`src/hdl/atc_pkg.sv`:
```
package atc_pkg;
  localparam int CW = 16;
  localparam int NH = 6;
  // Byte offsets of the register map
  localparam logic [7:0] OFF_ARR = 8'h00;
  localparam logic [7:0] OFF_CNT = 8'h04;
  localparam logic [7:0] OFF_CR = 8'h0c;
  localparam logic [7:0] OFF_ISR = 8'h10;
  localparam logic [7:0] OFF_ICR = 8'h14;
  localparam logic [7:0] OFF_FLTR = 8'h1c;
  localparam logic [7:0] OFF_DTR = 8'h30;
  localparam logic [2:0][7:0] OFF_CHCR = {8'h2c, 8'h28, 8'h24};
  localparam logic [5:0][7:0] OFF_CCR = {8'h50, 8'h4c, 8'h48, 8'h44, 8'h40, 8'h3c};
  // Control register fields
  localparam int CR_EN = 0;
  localparam int CR_MODE = 4;
  localparam int CR_COMP = 8;
  localparam int CR_TWO_POINT_SELECT = 9;
  // Channel control fields, half b adds b to the base position (2*b for the 2-bit edge field)
  localparam int CH_CS = 0;
  localparam int CH_EDGE = 2;
  localparam int CH_IE = 6;
  localparam int CH_DE = 8;
  // Dead-time register fields
  localparam int DTR_DT = 0;
  localparam int DTR_DEAD_TIME_ENABLE = 8;
  localparam int DTR_MOE = 9;
  // Output control / input filter: 4 bits per half, low 3 shared mode/filter
  localparam int FLT_STRIDE = 4;
  localparam int FLT_POL = 3;
  localparam logic [1:0] MODE_EDGE = 2'h2;
  localparam logic [1:0] MODE_CENTER = 2'h3;
  localparam logic [2:0] OCM_TOGGLE = 3'h4;
  localparam logic [2:0] OCM_PWM1 = 3'h6;
  localparam logic [2:0] OCM_PWM2 = 3'h7;
  localparam logic [15:0] ARR_RST = 16'hffff;
  localparam logic [31:0] CR_RST = 32'h0000_0020;
  localparam logic [1:0] RESP_OKAY = 2'h0;
  localparam logic [1:0] RESP_SLVERR = 2'h2;

  typedef struct packed {
    logic [CW-1:0] cnt;
    logic down;
    logic [CW-1:0] arr;
    logic [31:0] cr;
    logic [23:0] fltr;
    logic [2:0][9:0] chcr;
    logic [9:0] dtr;
    logic [5:0][CW-1:0] ccr;
    logic [5:0] isr;
    logic [5:0] filt;
    logic [5:0][2:0] fcnt;
    logic [5:0] fprev;
    logic [5:0] ref_q;
    logic [2:0] ref_last;
    logic [2:0][7:0] dtc;
    logic [5:0] pin_out;
    logic [5:0] pin_oe;
    logic [5:0] dma;
    logic irq;
    logic aw_hold;
    logic [7:0] aw_addr;
    logic w_hold;
    logic [31:0] w_data;
    logic [3:0] w_strb;
    logic awready;
    logic wready;
    logic bvalid;
    logic [1:0] bresp;
    logic arready;
    logic rvalid;
    logic [31:0] rdata;
    logic [1:0] rresp;
  } atc_state_t;
endpackage : atc_pkg

```
`src/hdl/atc_top.sv`:
```
// Decided for this implementation: the address map and the AXI4-Lite slave port.
`timescale 1ns/1ps
// Behaviour
// - Mode 0x02 runs edge-aligned up counting
// - Function select 0x01 makes half a capture input
// - Edge select 0x01 captures rising edges
// - Edge select 0x3 captures both edges
// - Per-half digital filter precedes edge detection
// - Enabled timer copies counter on capture edge
// - Interrupt enable gates flag onto request
// - DMA enable lets event raise DMA request
// - Writing zero to clear register clears flag
// - Compare mode 0x4 toggles output on match
// - Compare setting drives output from compare register
// - Polarity bit zero leaves output non-inverted
// - Mode 0x3 counts up then down
// - Complementary bit drives pair from one reference
// - Two-point bit zero uses compare A and B
// - Mode 0x6 PWM1, 0x7 inverse PWM2
// - Dead-time enable inserts programmed dead time when the complementary bit is set
// - Outputs reach pins only with main enable
// - Enable bit starts the counter
module atc_top (
  input wire logic I_CORE_CLK,
  input wire logic I_RST,
  input wire logic I_CLK_GATE_EN,
  input wire logic [5:0] I_CH_IN,
  output logic [5:0] O_CH_OUT,
  output logic [5:0] O_CH_OE,
  output logic [5:0] O_DMA_REQ,
  output logic O_IRQ,
  input wire logic [7:0] I_AWADDR,
  input wire logic I_AWVALID,
  output logic O_AWREADY,
  input wire logic [31:0] I_WDATA,
  input wire logic [3:0] I_WSTRB,
  input wire logic I_WVALID,
  output logic O_WREADY,
  output logic [1:0] O_BRESP,
  output logic O_BVALID,
  input wire logic I_BREADY,
  input wire logic [7:0] I_ARADDR,
  input wire logic I_ARVALID,
  output logic O_ARREADY,
  output logic [31:0] O_RDATA,
  output logic [1:0] O_RRESP,
  output logic O_RVALID,
  input wire logic I_RREADY
);

  atc_pkg::atc_state_t s;
  atc_pkg::atc_state_t n;

  function automatic logic atc_mapped(input logic [7:0] a);
    logic hit;
    hit = (a == atc_pkg::OFF_ARR) || (a == atc_pkg::OFF_CNT) || (a == atc_pkg::OFF_CR) ||
          (a == atc_pkg::OFF_ISR) || (a == atc_pkg::OFF_ICR) || (a == atc_pkg::OFF_FLTR) ||
          (a == atc_pkg::OFF_DTR);
    for (int i = 0; i < 3; i++) begin
      hit = hit || (a == atc_pkg::OFF_CHCR[i]);
    end
    for (int i = 0; i < atc_pkg::NH; i++) begin
      hit = hit || (a == atc_pkg::OFF_CCR[i]);
    end
    return hit;
  endfunction : atc_mapped

  function automatic logic [31:0] atc_merge(input logic [31:0] old, input logic [31:0] wd,
                                            input logic [3:0] strb);
    logic [31:0] r;
    r = old;
    for (int i = 0; i < 4; i++) begin
      if (strb[i]) begin
        r[i*8 +: 8] = wd[i*8 +: 8];
      end
    end
    return r;
  endfunction : atc_merge

  always_comb begin
    logic en;
    logic [1:0] mode;
    logic wr;
    logic [31:0] wv;
    logic [5:0] clr_keep;
    logic [5:0] ev;
    logic [5:0] ie_vec;
    logic [5:0] match;
    logic [5:0] lvl;
    logic act;
    logic cs;
    logic [1:0] edge_sel;
    logic [2:0] ocm;
    logic rise;
    logic fall;
    logic [5:0] ref_in;
    logic [5:0] val;
    logic ch_busy;
    en = 1'b0;
    mode = 2'h0;
    wr = 1'b0;
    wv = 32'h0;
    clr_keep = 6'h3f;
    ev = 6'h0;
    ie_vec = 6'h0;
    match = 6'h0;
    lvl = 6'h0;
    act = 1'b0;
    cs = 1'b0;
    edge_sel = 2'h0;
    ocm = 3'h0;
    rise = 1'b0;
    fall = 1'b0;
    ref_in = 6'h0;
    val = 6'h0;
    ch_busy = 1'b0;
    n = s;
    // Counter is frozen while the module clock is gated
    en = s.cr[atc_pkg::CR_EN] & I_CLK_GATE_EN;
    mode = s.cr[atc_pkg::CR_MODE +: 2];

    // Counter
    if (en) begin
      if (mode == atc_pkg::MODE_CENTER) begin
        if (!s.down) begin
          if (s.cnt >= s.arr) begin
            n.down = 1'b1;
            n.cnt = s.cnt - 16'h1;
          end else begin
            n.cnt = s.cnt + 16'h1;
          end
        end else if (s.cnt == 16'h0) begin
          n.down = 1'b0;
          n.cnt = 16'h1;
        end else begin
          n.cnt = s.cnt - 16'h1;
        end
      end else begin
        // Any other mode value also counts edge-aligned up
        n.down = 1'b0;
        n.cnt = (s.cnt >= s.arr) ? 16'h0 : s.cnt + 16'h1;
      end
    end

    // Register writes, performed once both address and data are held
    wr = s.aw_hold & s.w_hold & ~s.bvalid;
    if (wr) begin
      n.aw_hold = 1'b0;
      n.w_hold = 1'b0;
      n.bvalid = 1'b1;
      n.bresp = atc_mapped(s.aw_addr) ? atc_pkg::RESP_OKAY : atc_pkg::RESP_SLVERR;
      if (I_CLK_GATE_EN) begin
        unique case (s.aw_addr)
          atc_pkg::OFF_ARR: begin
            wv = atc_merge({16'h0, s.arr}, s.w_data, s.w_strb);
            n.arr = wv[15:0];
          end
          atc_pkg::OFF_CNT: begin
            wv = atc_merge({16'h0, s.cnt}, s.w_data, s.w_strb);
            n.cnt = wv[15:0];
          end
          atc_pkg::OFF_CR: n.cr = atc_merge(s.cr, s.w_data, s.w_strb);
          atc_pkg::OFF_ICR: begin
            wv = atc_merge(32'hffff_ffff, s.w_data, s.w_strb);
            clr_keep = wv[5:0];
          end
          atc_pkg::OFF_FLTR: begin
            wv = atc_merge({8'h0, s.fltr}, s.w_data, s.w_strb);
            n.fltr = wv[23:0];
          end
          atc_pkg::OFF_DTR: begin
            wv = atc_merge({22'h0, s.dtr}, s.w_data, s.w_strb);
            n.dtr = wv[9:0];
          end
          default: begin
            for (int c = 0; c < 3; c++) begin
              if (s.aw_addr == atc_pkg::OFF_CHCR[c]) begin
                wv = atc_merge({22'h0, s.chcr[c]}, s.w_data, s.w_strb);
                n.chcr[c] = wv[9:0];
              end
            end
            for (int h = 0; h < atc_pkg::NH; h++) begin
              if (s.aw_addr == atc_pkg::OFF_CCR[h]) begin
                wv = atc_merge({16'h0, s.ccr[h]}, s.w_data, s.w_strb);
                n.ccr[h] = wv[15:0];
              end
            end
          end
        endcase
      end
    end

    // Per half: filter, edge detection, capture, compare, reference
    for (int h = 0; h < atc_pkg::NH; h++) begin
      cs = s.chcr[h/2][atc_pkg::CH_CS + h%2];
      edge_sel = s.chcr[h/2][atc_pkg::CH_EDGE + 2*(h%2) +: 2];
      ie_vec[h] = s.chcr[h/2][atc_pkg::CH_IE + h%2];
      ocm = s.fltr[h*atc_pkg::FLT_STRIDE +: 3];
      // Input must hold a new level for more cycles than the filter value
      if (I_CH_IN[h] == s.filt[h]) begin
        n.fcnt[h] = 3'h0;
      end else if (s.fcnt[h] >= ocm) begin
        n.filt[h] = I_CH_IN[h];
        n.fcnt[h] = 3'h0;
      end else begin
        n.fcnt[h] = s.fcnt[h] + 3'h1;
      end
      n.fprev[h] = s.filt[h];
      rise = s.filt[h] & ~s.fprev[h];
      fall = ~s.filt[h] & s.fprev[h];
      match[h] = (s.cnt == s.ccr[h]);
      if (cs) begin
        // Bit 0 of the edge field picks rising, bit 1 falling
        if (en && ((edge_sel[0] && rise) || (edge_sel[1] && fall))) begin
          n.ccr[h] = s.cnt;
          ev[h] = 1'b1;
        end
      end else begin
        ev[h] = en & match[h];
        if (h % 2 == 0 && !s.cr[atc_pkg::CR_TWO_POINT_SELECT]) begin
          act = (s.cnt >= s.ccr[h]) && (s.cnt < s.ccr[h|1]);
        end else begin
          act = s.cnt < s.ccr[h];
        end
        if (en) begin
          unique case (ocm)
            atc_pkg::OCM_TOGGLE: n.ref_q[h] = s.ref_q[h] ^ match[h];
            atc_pkg::OCM_PWM1: n.ref_q[h] = act;
            atc_pkg::OCM_PWM2: n.ref_q[h] = ~act;
            default: n.ref_q[h] = s.ref_q[h];
          endcase
        end
      end
      n.dma[h] = ev[h] & s.chcr[h/2][atc_pkg::CH_DE + h%2];
    end
    // A new event wins over a clear in the same cycle
    n.isr = (s.isr & clr_keep) | ev;
    n.irq = |(n.isr & ie_vec);

    // Output stage: complementary pairing, dead time, polarity, gate
    for (int c = 0; c < 3; c++) begin
      ref_in[2*c] = s.ref_q[2*c];
      ref_in[2*c+1] = s.ref_q[2*c+1];
      ch_busy = 1'b0;
      if (s.cr[atc_pkg::CR_COMP]) begin
        ref_in[2*c+1] = ~s.ref_q[2*c];
        if (s.ref_q[2*c] != s.ref_last[c]) begin
          n.ref_last[c] = s.ref_q[2*c];
          n.dtc[c] = s.dtr[atc_pkg::DTR_DEAD_TIME_ENABLE] ? s.dtr[atc_pkg::DTR_DT +: 8] : 8'h0;
          ch_busy = s.dtr[atc_pkg::DTR_DEAD_TIME_ENABLE] && (s.dtr[atc_pkg::DTR_DT +: 8] != 8'h0);
        end else if (s.dtc[c] != 8'h0) begin
          n.dtc[c] = s.dtc[c] - 8'h1;
          ch_busy = 1'b1;
        end
      end else begin
        n.ref_last[c] = s.ref_q[2*c];
        n.dtc[c] = 8'h0;
      end
      // Both sides of the pair stay at their inactive level during dead time
      if (ch_busy) begin
        ref_in[2*c] = 1'b0;
        ref_in[2*c+1] = 1'b0;
      end
    end
    for (int h = 0; h < atc_pkg::NH; h++) begin
      val[h] = ref_in[h] ^ s.fltr[h*atc_pkg::FLT_STRIDE + atc_pkg::FLT_POL];
      cs = s.chcr[h/2][atc_pkg::CH_CS + h%2];
      n.pin_oe[h] = s.dtr[atc_pkg::DTR_MOE] & ~cs;
      n.pin_out[h] = n.pin_oe[h] & val[h];
    end

    // Bus handshakes
    if (I_AWVALID && s.awready) begin
      n.aw_hold = 1'b1;
      n.aw_addr = I_AWADDR;
    end
    if (I_WVALID && s.wready) begin
      n.w_hold = 1'b1;
      n.w_data = I_WDATA;
      n.w_strb = I_WSTRB;
    end
    if (s.bvalid && I_BREADY) begin
      n.bvalid = 1'b0;
    end
    // Readies are held low while a write response is pending, so one write at a time
    n.awready = ~n.aw_hold & ~n.bvalid;
    n.wready = ~n.w_hold & ~n.bvalid;
    if (s.rvalid && I_RREADY) begin
      n.rvalid = 1'b0;
    end
    if (I_ARVALID && s.arready) begin
      n.rvalid = 1'b1;
      n.rresp = atc_mapped(I_ARADDR) ? atc_pkg::RESP_OKAY : atc_pkg::RESP_SLVERR;
      n.rdata = 32'h0;
      unique case (I_ARADDR)
        atc_pkg::OFF_ARR: n.rdata = {16'h0, s.arr};
        atc_pkg::OFF_CNT: n.rdata = {16'h0, s.cnt};
        atc_pkg::OFF_CR: n.rdata = s.cr;
        atc_pkg::OFF_ISR: n.rdata = {26'h0, s.isr};
        atc_pkg::OFF_FLTR: n.rdata = {8'h0, s.fltr};
        atc_pkg::OFF_DTR: n.rdata = {22'h0, s.dtr};
        default: begin
          for (int c = 0; c < 3; c++) begin
            if (I_ARADDR == atc_pkg::OFF_CHCR[c]) begin
              n.rdata = {22'h0, s.chcr[c]};
            end
          end
          for (int h = 0; h < atc_pkg::NH; h++) begin
            if (I_ARADDR == atc_pkg::OFF_CCR[h]) begin
              n.rdata = {16'h0, s.ccr[h]};
            end
          end
        end
      endcase
    end
    n.arready = ~n.rvalid;
  end

  always_ff @(posedge I_CORE_CLK or posedge I_RST) begin
    if (I_RST) begin
      s <= '0;
      s.arr <= atc_pkg::ARR_RST;
      s.cr <= atc_pkg::CR_RST;
    end else begin
      s <= n;
    end
  end

  assign O_CH_OUT = s.pin_out;
  assign O_CH_OE = s.pin_oe;
  assign O_DMA_REQ = s.dma;
  assign O_IRQ = s.irq;
  assign O_AWREADY = s.awready;
  assign O_WREADY = s.wready;
  assign O_BRESP = s.bresp;
  assign O_BVALID = s.bvalid;
  assign O_ARREADY = s.arready;
  assign O_RDATA = s.rdata;
  assign O_RRESP = s.rresp;
  assign O_RVALID = s.rvalid;

endmodule : atc_top

```
`config.mk`:
```
export PLATFORM = sky130hd
export DESIGN_NAME = atc_top
export DESIGN_NICKNAME = d
export VERILOG_FILES = /design/src/hdl/atc_pkg.sv /design/src/hdl/atc_top.sv
export SDC_FILE = /design/constraint.sdc
export NUM_CORES = 1
export LEC_CHECK = 0
export ABC_AREA = 0
export BUFFER_PORTS_ARGS = -buffer_cell sky130_fd_sc_hd__buf_2
export CAP_MARGIN = 20
export CORE_ASPECT_RATIO = 0.6
export CORE_UTILIZATION = 25
export CTS_CLUSTER_DIAMETER = 80
export DETAILED_ROUTE_END_ITERATION = 10
export MAX_ROUTING_LAYER = met4
export SKIP_CTS_REPAIR_TIMING = 1
export SLEW_MARGIN = 20
export SYNTH_ARGS = -nofsm -noshare
export SYNTH_HDL_FRONTEND = slang
export SYNTH_SLANG_ARGS = --single-unit
```
`constraint.sdc`:
```
create_clock -name I_CORE_CLK -period 14.6 [get_ports I_CORE_CLK]
set_input_delay 0.73 -clock I_CORE_CLK [delete_from_list [all_inputs] [get_ports I_CORE_CLK]]
set_output_delay 0.73 -clock I_CORE_CLK [all_outputs]
set_load 0.005 [all_outputs]
```
* Word-level counts from Yosys, hierarchy flattened
Index checks and enable logic that the tools add are counted.
** Storage, ports and cells
- Input bits :: 66
- Word-level logic and storage cells :: 510
- Output and inout bits :: 60
- Flip-flop bits (word level) :: 400
** Cells by class
- Order comparisons :: 16
- Bitwise logic cells :: 95
- Equality and inequality tests :: 72
- Multiplexer cells :: 140
- Reductions and logical operators :: 107
- Add/sub/neg operators :: 11
** Operator list (number)
- $mux 16 :: 24
- $mux 96 :: 3
- $mux 32 :: 6
- $mux 8 :: 24
- $pmux 32 s6 :: 1
- $eq 16x16->1 :: 6
- $lt 16x16->1 :: 6
- $eq 8x6->1 const B :: 10
- $eq 8x7->1 const B :: 10
- $ge 16x16->1 :: 4
- $eq 3x3->1 const B :: 18
- $mux 17 :: 3
- $eq 8x5->1 const B :: 6
- $mux 1 :: 45
- $reduce_and 4->1 :: 11
- $and 1x1->1 :: 41
- $mux 3 :: 13
- $not 1->1 :: 39
- $mux 37 :: 1
- $logic_or 1x1->1 :: 36
- $mux 35 :: 1
- $reduce_bool 8->1 :: 4
- $mux 10 :: 3
- $reduce_and 5->1 :: 6
- other kinds (27) :: 120

* Depth between registers and ports, before layout
- Word-level depth :: 21
- Depth in mapped cells :: 12
- Mapped depth without buffers :: 10

* Worst setup path before layout
Ideal clock, no wire load.
- Path type :: flip-flop to flip-flop
- From :: reg s[395] (netlist bit)
- To :: reg s[393] (netlist bit)
- Data required time :: 14474 ps
- Arrival :: 2574 ps
- Stages on the path, launching flop included :: 9
- Buffers on the path :: 2
- Period minus slack after synthesis :: 2699 ps
- Setup slack :: 11901 ps
- Library setup time :: 126 ps
- Path through :: dfrtp_1 clkbuf_1 or4_4 or4_4 o2111a_4 buf_6 a221oi_2 a31oi_1 a221o_1
** Between the ends
- Cells in the longest elaborated chain, start to end :: 8
- Elaborated cells between the ends (all ways) :: 11
- Those cells by class :: 1 x order compare; 9 x mux; 1 x reduce/logical
** RTL lines
- from (decl) :: line atc_top.sv:51 : atc_pkg::atc_state_t s;
- from (signal assigned) :: line atc_top.sv:325 : s <= n;
- $ge 16x16->1 / $logic_not 16->1 (equally long branches) :: line atc_top.sv:126, atc_top.sv:141, atc_top.sv:132
- $mux 16 (on tied branches) :: line atc_top.sv:126, atc_top.sv:132
- $mux 17 :: line atc_top.sv:125 : if (!s.down) begin
- $mux 17 (*) :: line atc_top.sv:124 : if (mode == atc_pkg::MODE_CENTER) begin
- $mux 17 (*) :: line atc_top.sv:123 : if (en) begin
- $mux 16 :: line atc_top.sv:153 : unique case (s.aw_addr)
- $mux 16 :: line atc_top.sv:152 : if (I_CLK_GATE_EN) begin
- $mux 16 (*) :: line atc_top.sv:147 : if (wr) begin
Every way passes the cells marked *; elsewhere a longest branch is shown, timed or not.
A chain may end at the register's enable or synchronous reset.

* Worst setup path after layout
- From :: reg s[384] (netlist bit)
- To :: reg s[392] (netlist bit)
** Between the ends
- Cells in the longest elaborated chain, start to end :: 8
- Elaborated cells between the ends (all ways) :: 13
- Those cells by class :: 2 x add/sub; 1 x order compare; 9 x mux; 1 x reduce/logical
** RTL lines (line)
- $add 16x1->16 (tied with other cells) :: atc_top.sv:130, atc_top.sv:141
- $mux 16 (on tied branches) :: atc_top.sv:126, atc_top.sv:132
- $mux 17 :: atc_top.sv:125
- $mux 17 (*) :: atc_top.sv:124
- $mux 17 (*) :: atc_top.sv:123
- $mux 16 :: atc_top.sv:153
- $mux 16 :: atc_top.sv:152
- $mux 16 (*) :: atc_top.sv:147
Marked as above.

==> metrics.txt <==
status finished, final reports clean; total setup violations reported at the end of the flow 0; top area cells in the synthesized netlist dfrtp_1 (41%), mux2_2 (8.3%), ha_1 (7.8%), mux2i_1 (4.7%), a21oi_1 (4.0%); antenna violations before repair 1; length in cells of the worst reg-to-reg path 11; area grow syn2layout 12.7%; Die X-Extent 395 um; via count of the first global-routing pass 17615; maximum achievable frequency 258 MHz; detailed-route vias per instance 5.18; Final ANT Viol Nets 0; layout cell share with drive strength beyond 1 17.7%; total die area 93700 um^2; clock latency on the worst-skew pair 0.59 ns; setup TNS after final layout 0 ns; Placed Instance Area 24800 um^2; syn avg cell area 9.67 um^2; power density over cell area 128 nW/um^2; number of sinks on the clock net 398; ys async rst share 100%; relative slew slack 22.8%; post-synthesis cell area 23100 um^2; number of standard-cell rows in the floorplan 85; number of instances in the synthesized netlist 2390; net count reported at finish 2640; Worst Path Arrival 4.39 ns; overall fraction of global-route tracks in use 18.6%; TritonCTS clock tree built; final standard cell area without fillers 26100 um^2; number of antenna diodes 0; maximum VDD drop 0.195 mV; GR Util met1 29.2%; reg2reg start s[384]; period utilisation layout 26.6%; Static Leak 12.3 nW; Post-Route Hold Slack 0.236 ns; worst setup path startpoint s[384]; most area-hungry cell type in the Yosys netlist dfrtp_1; clk_skew 0.0329 ns; clock buffer depth 3; endpoint of the worst register-to-register path s[392]; critical-path maximum fanout 27; kind of path behind the tightest hold check input pin to asynchronous set/reset pin; worst-case setup margin in the final layout 10.72 ns; number of H-tree levels 2; number of synthesized register bits 398; count of different cell masters after synthesis 72; startpoint types register; count of final max-slew check failures 0; first-pass detailed-route iteration total 7; critical path capture point type register; pin count of the biggest net entering global routing 90; capture point of the critical path s[392]; Main synth FF type dfrtp_1; endpoint required time on the critical path 15.11 ns; unrepaired setup endpoints after global routing no; buffer cell driving the clock tree root clkbuf_16; Final Hold Violating Endpoints 0; M3 GR Usage 5.94%; final global-route overflow total 0; post-route DRC violation count 0; I/O pin cnt 126; Placer Congestion 0.978; FF-to-FF setup slack 10.72 ns; initial DRC count 2199; TritonCTS buffer count 40; wire length of the first global-routing pass 126000 um; worst setup timing slack at the placement stage 10.68 ns; HPWL after detailed placement 64500 um; Yosys top cell area share 41.2%; count of flip-flops with a built-in enable after synthesis 0; number of port buffers 123; warning count from the yosys run 0; placeable core region 90600 um^2; busiest metal layer after global routing met1; met2 routing resource usage after global routing 22.6%; number of vias after detailed routing 19025; category of the most critical setup path register to register; per-cell routed wire length 23.3 um; shortest period the worst path allows 3.88 ns; Total Wirelength 85800 um; CTS clock-pin slew for the worst setup and hold paths 0.07 ns; measured slew at the worst slew-check pin 1.16 ns; floorplan die height 238 um; starting density of the core 25.5%; sequential fraction of the synthesis area 43.2%; max-cap violation count 0
[through the flow]
step                cells  utilization, %  total power (W)
floorplan            2391               -          0.00187
finish               3675            28.8          0.00333
global route         3675            28.8          0.00347
global placement     3605            27.3          0.00224
CTS                  3675            28.8          0.00332
detailed placement   3605            27.3          0.00225
[cell type report]
cell class / count / area, um^2
clock buffers: 55 / 1120
clock inverters: 15 / 166
fillers: 9627 / 64600
inverters: 151 / 574
multi-input cells: 1670 / 11700
flip-flops and latches: 398 / 9980
well taps: 1218 / 1520
repair buffers: 168 / 953
[cell families after synthesis]
logic type | share of synthesized area (%)
AO/OA/AOI/OAI | 14.7
XOR/XNOR | 1.78
adder cells (fa/ha/maj) | 7.85
buffers and inverters | 6.18
flip-flops | 43.2
multiplexers | 13.0
other | 0.0162
AND/OR/NAND/NOR | 13.3
[sequential cells by signal (all words and copies together), names as in the netlist, 6 cells and up]
register and count:
O_DMA_REQ 6, O_RDATA 32, O_CH_OE 6, O_CH_OUT 6, n 6, s 334
[Yosys cell counts (all sizes together), types with 31 or more instances]
cell type  instances
dfrtp            381
nor2             220
nand2            188
a21oi            187
mux2             170
inv              151
ha               145
clkbuf           109
mux2i            109
o21ai             93
a22oi             66
buf               63
nand3             53
nor4              31
[routing by layer]
layer | vias to the layer above | wire length (um)
met5 | - | 0
met3 | 78 | 10800
met1 | 9447 | 43000
met2 | 912 | 31100
li1 | 8588 | -
met4 | 0 | 928
[worst max-delay path, cell delays in order (launching register included)]
cell	delay, ns
dfrtp_1	0.86
inv_1	0.09
buf_4	0.23
ha_1	0.29
nor2b_1	0.10
o21ai_0	0.10
a21oi_1	0.47
o211a_1	0.85
and3_1	0.28
a31oi_1	0.05
o311a_1	0.29
o21ai_0	0.17
[worst min path at each step]
stage / endpoint
2_1_floorplan: s[139]
3_3_place_gp: s[140]
3_5_place_dp: s[140]
4_1_cts: s[51]
5_1_grt: s[51]
6_report: s[51]
[cell usage in the layout, fill, tap and decap left out, types with 17 or more instances in the layout]
cell,count
ha_1,145
buf_4,45
nor2b_1,27
dfrtp_1,381
o22ai_1,28
a21oi_1,187
and3_1,19
a22oi_1,66
xor2_1,17
nor2_1,218
a31oi_1,29
nand2b_1,21
a211oi_1,19
buf_2,123
nand3_1,53
nor4_1,30
nor3_1,29
mux2_2,170
xnor2_1,29
nand4_1,26
clkbuf_16,40
inv_1,150
dfstp_2,17
o21ai_0,93
nand2_1,186
mux2i_1,109
[power breakdown]
group	switching (W)	total [W]	internal, W
logic	0.000489	0.000785	0.000297
clock network	0.000489	0.00107	0.000576
registers	0.000268	0.00148	0.00121
Power figures use the tool's default switching activity.
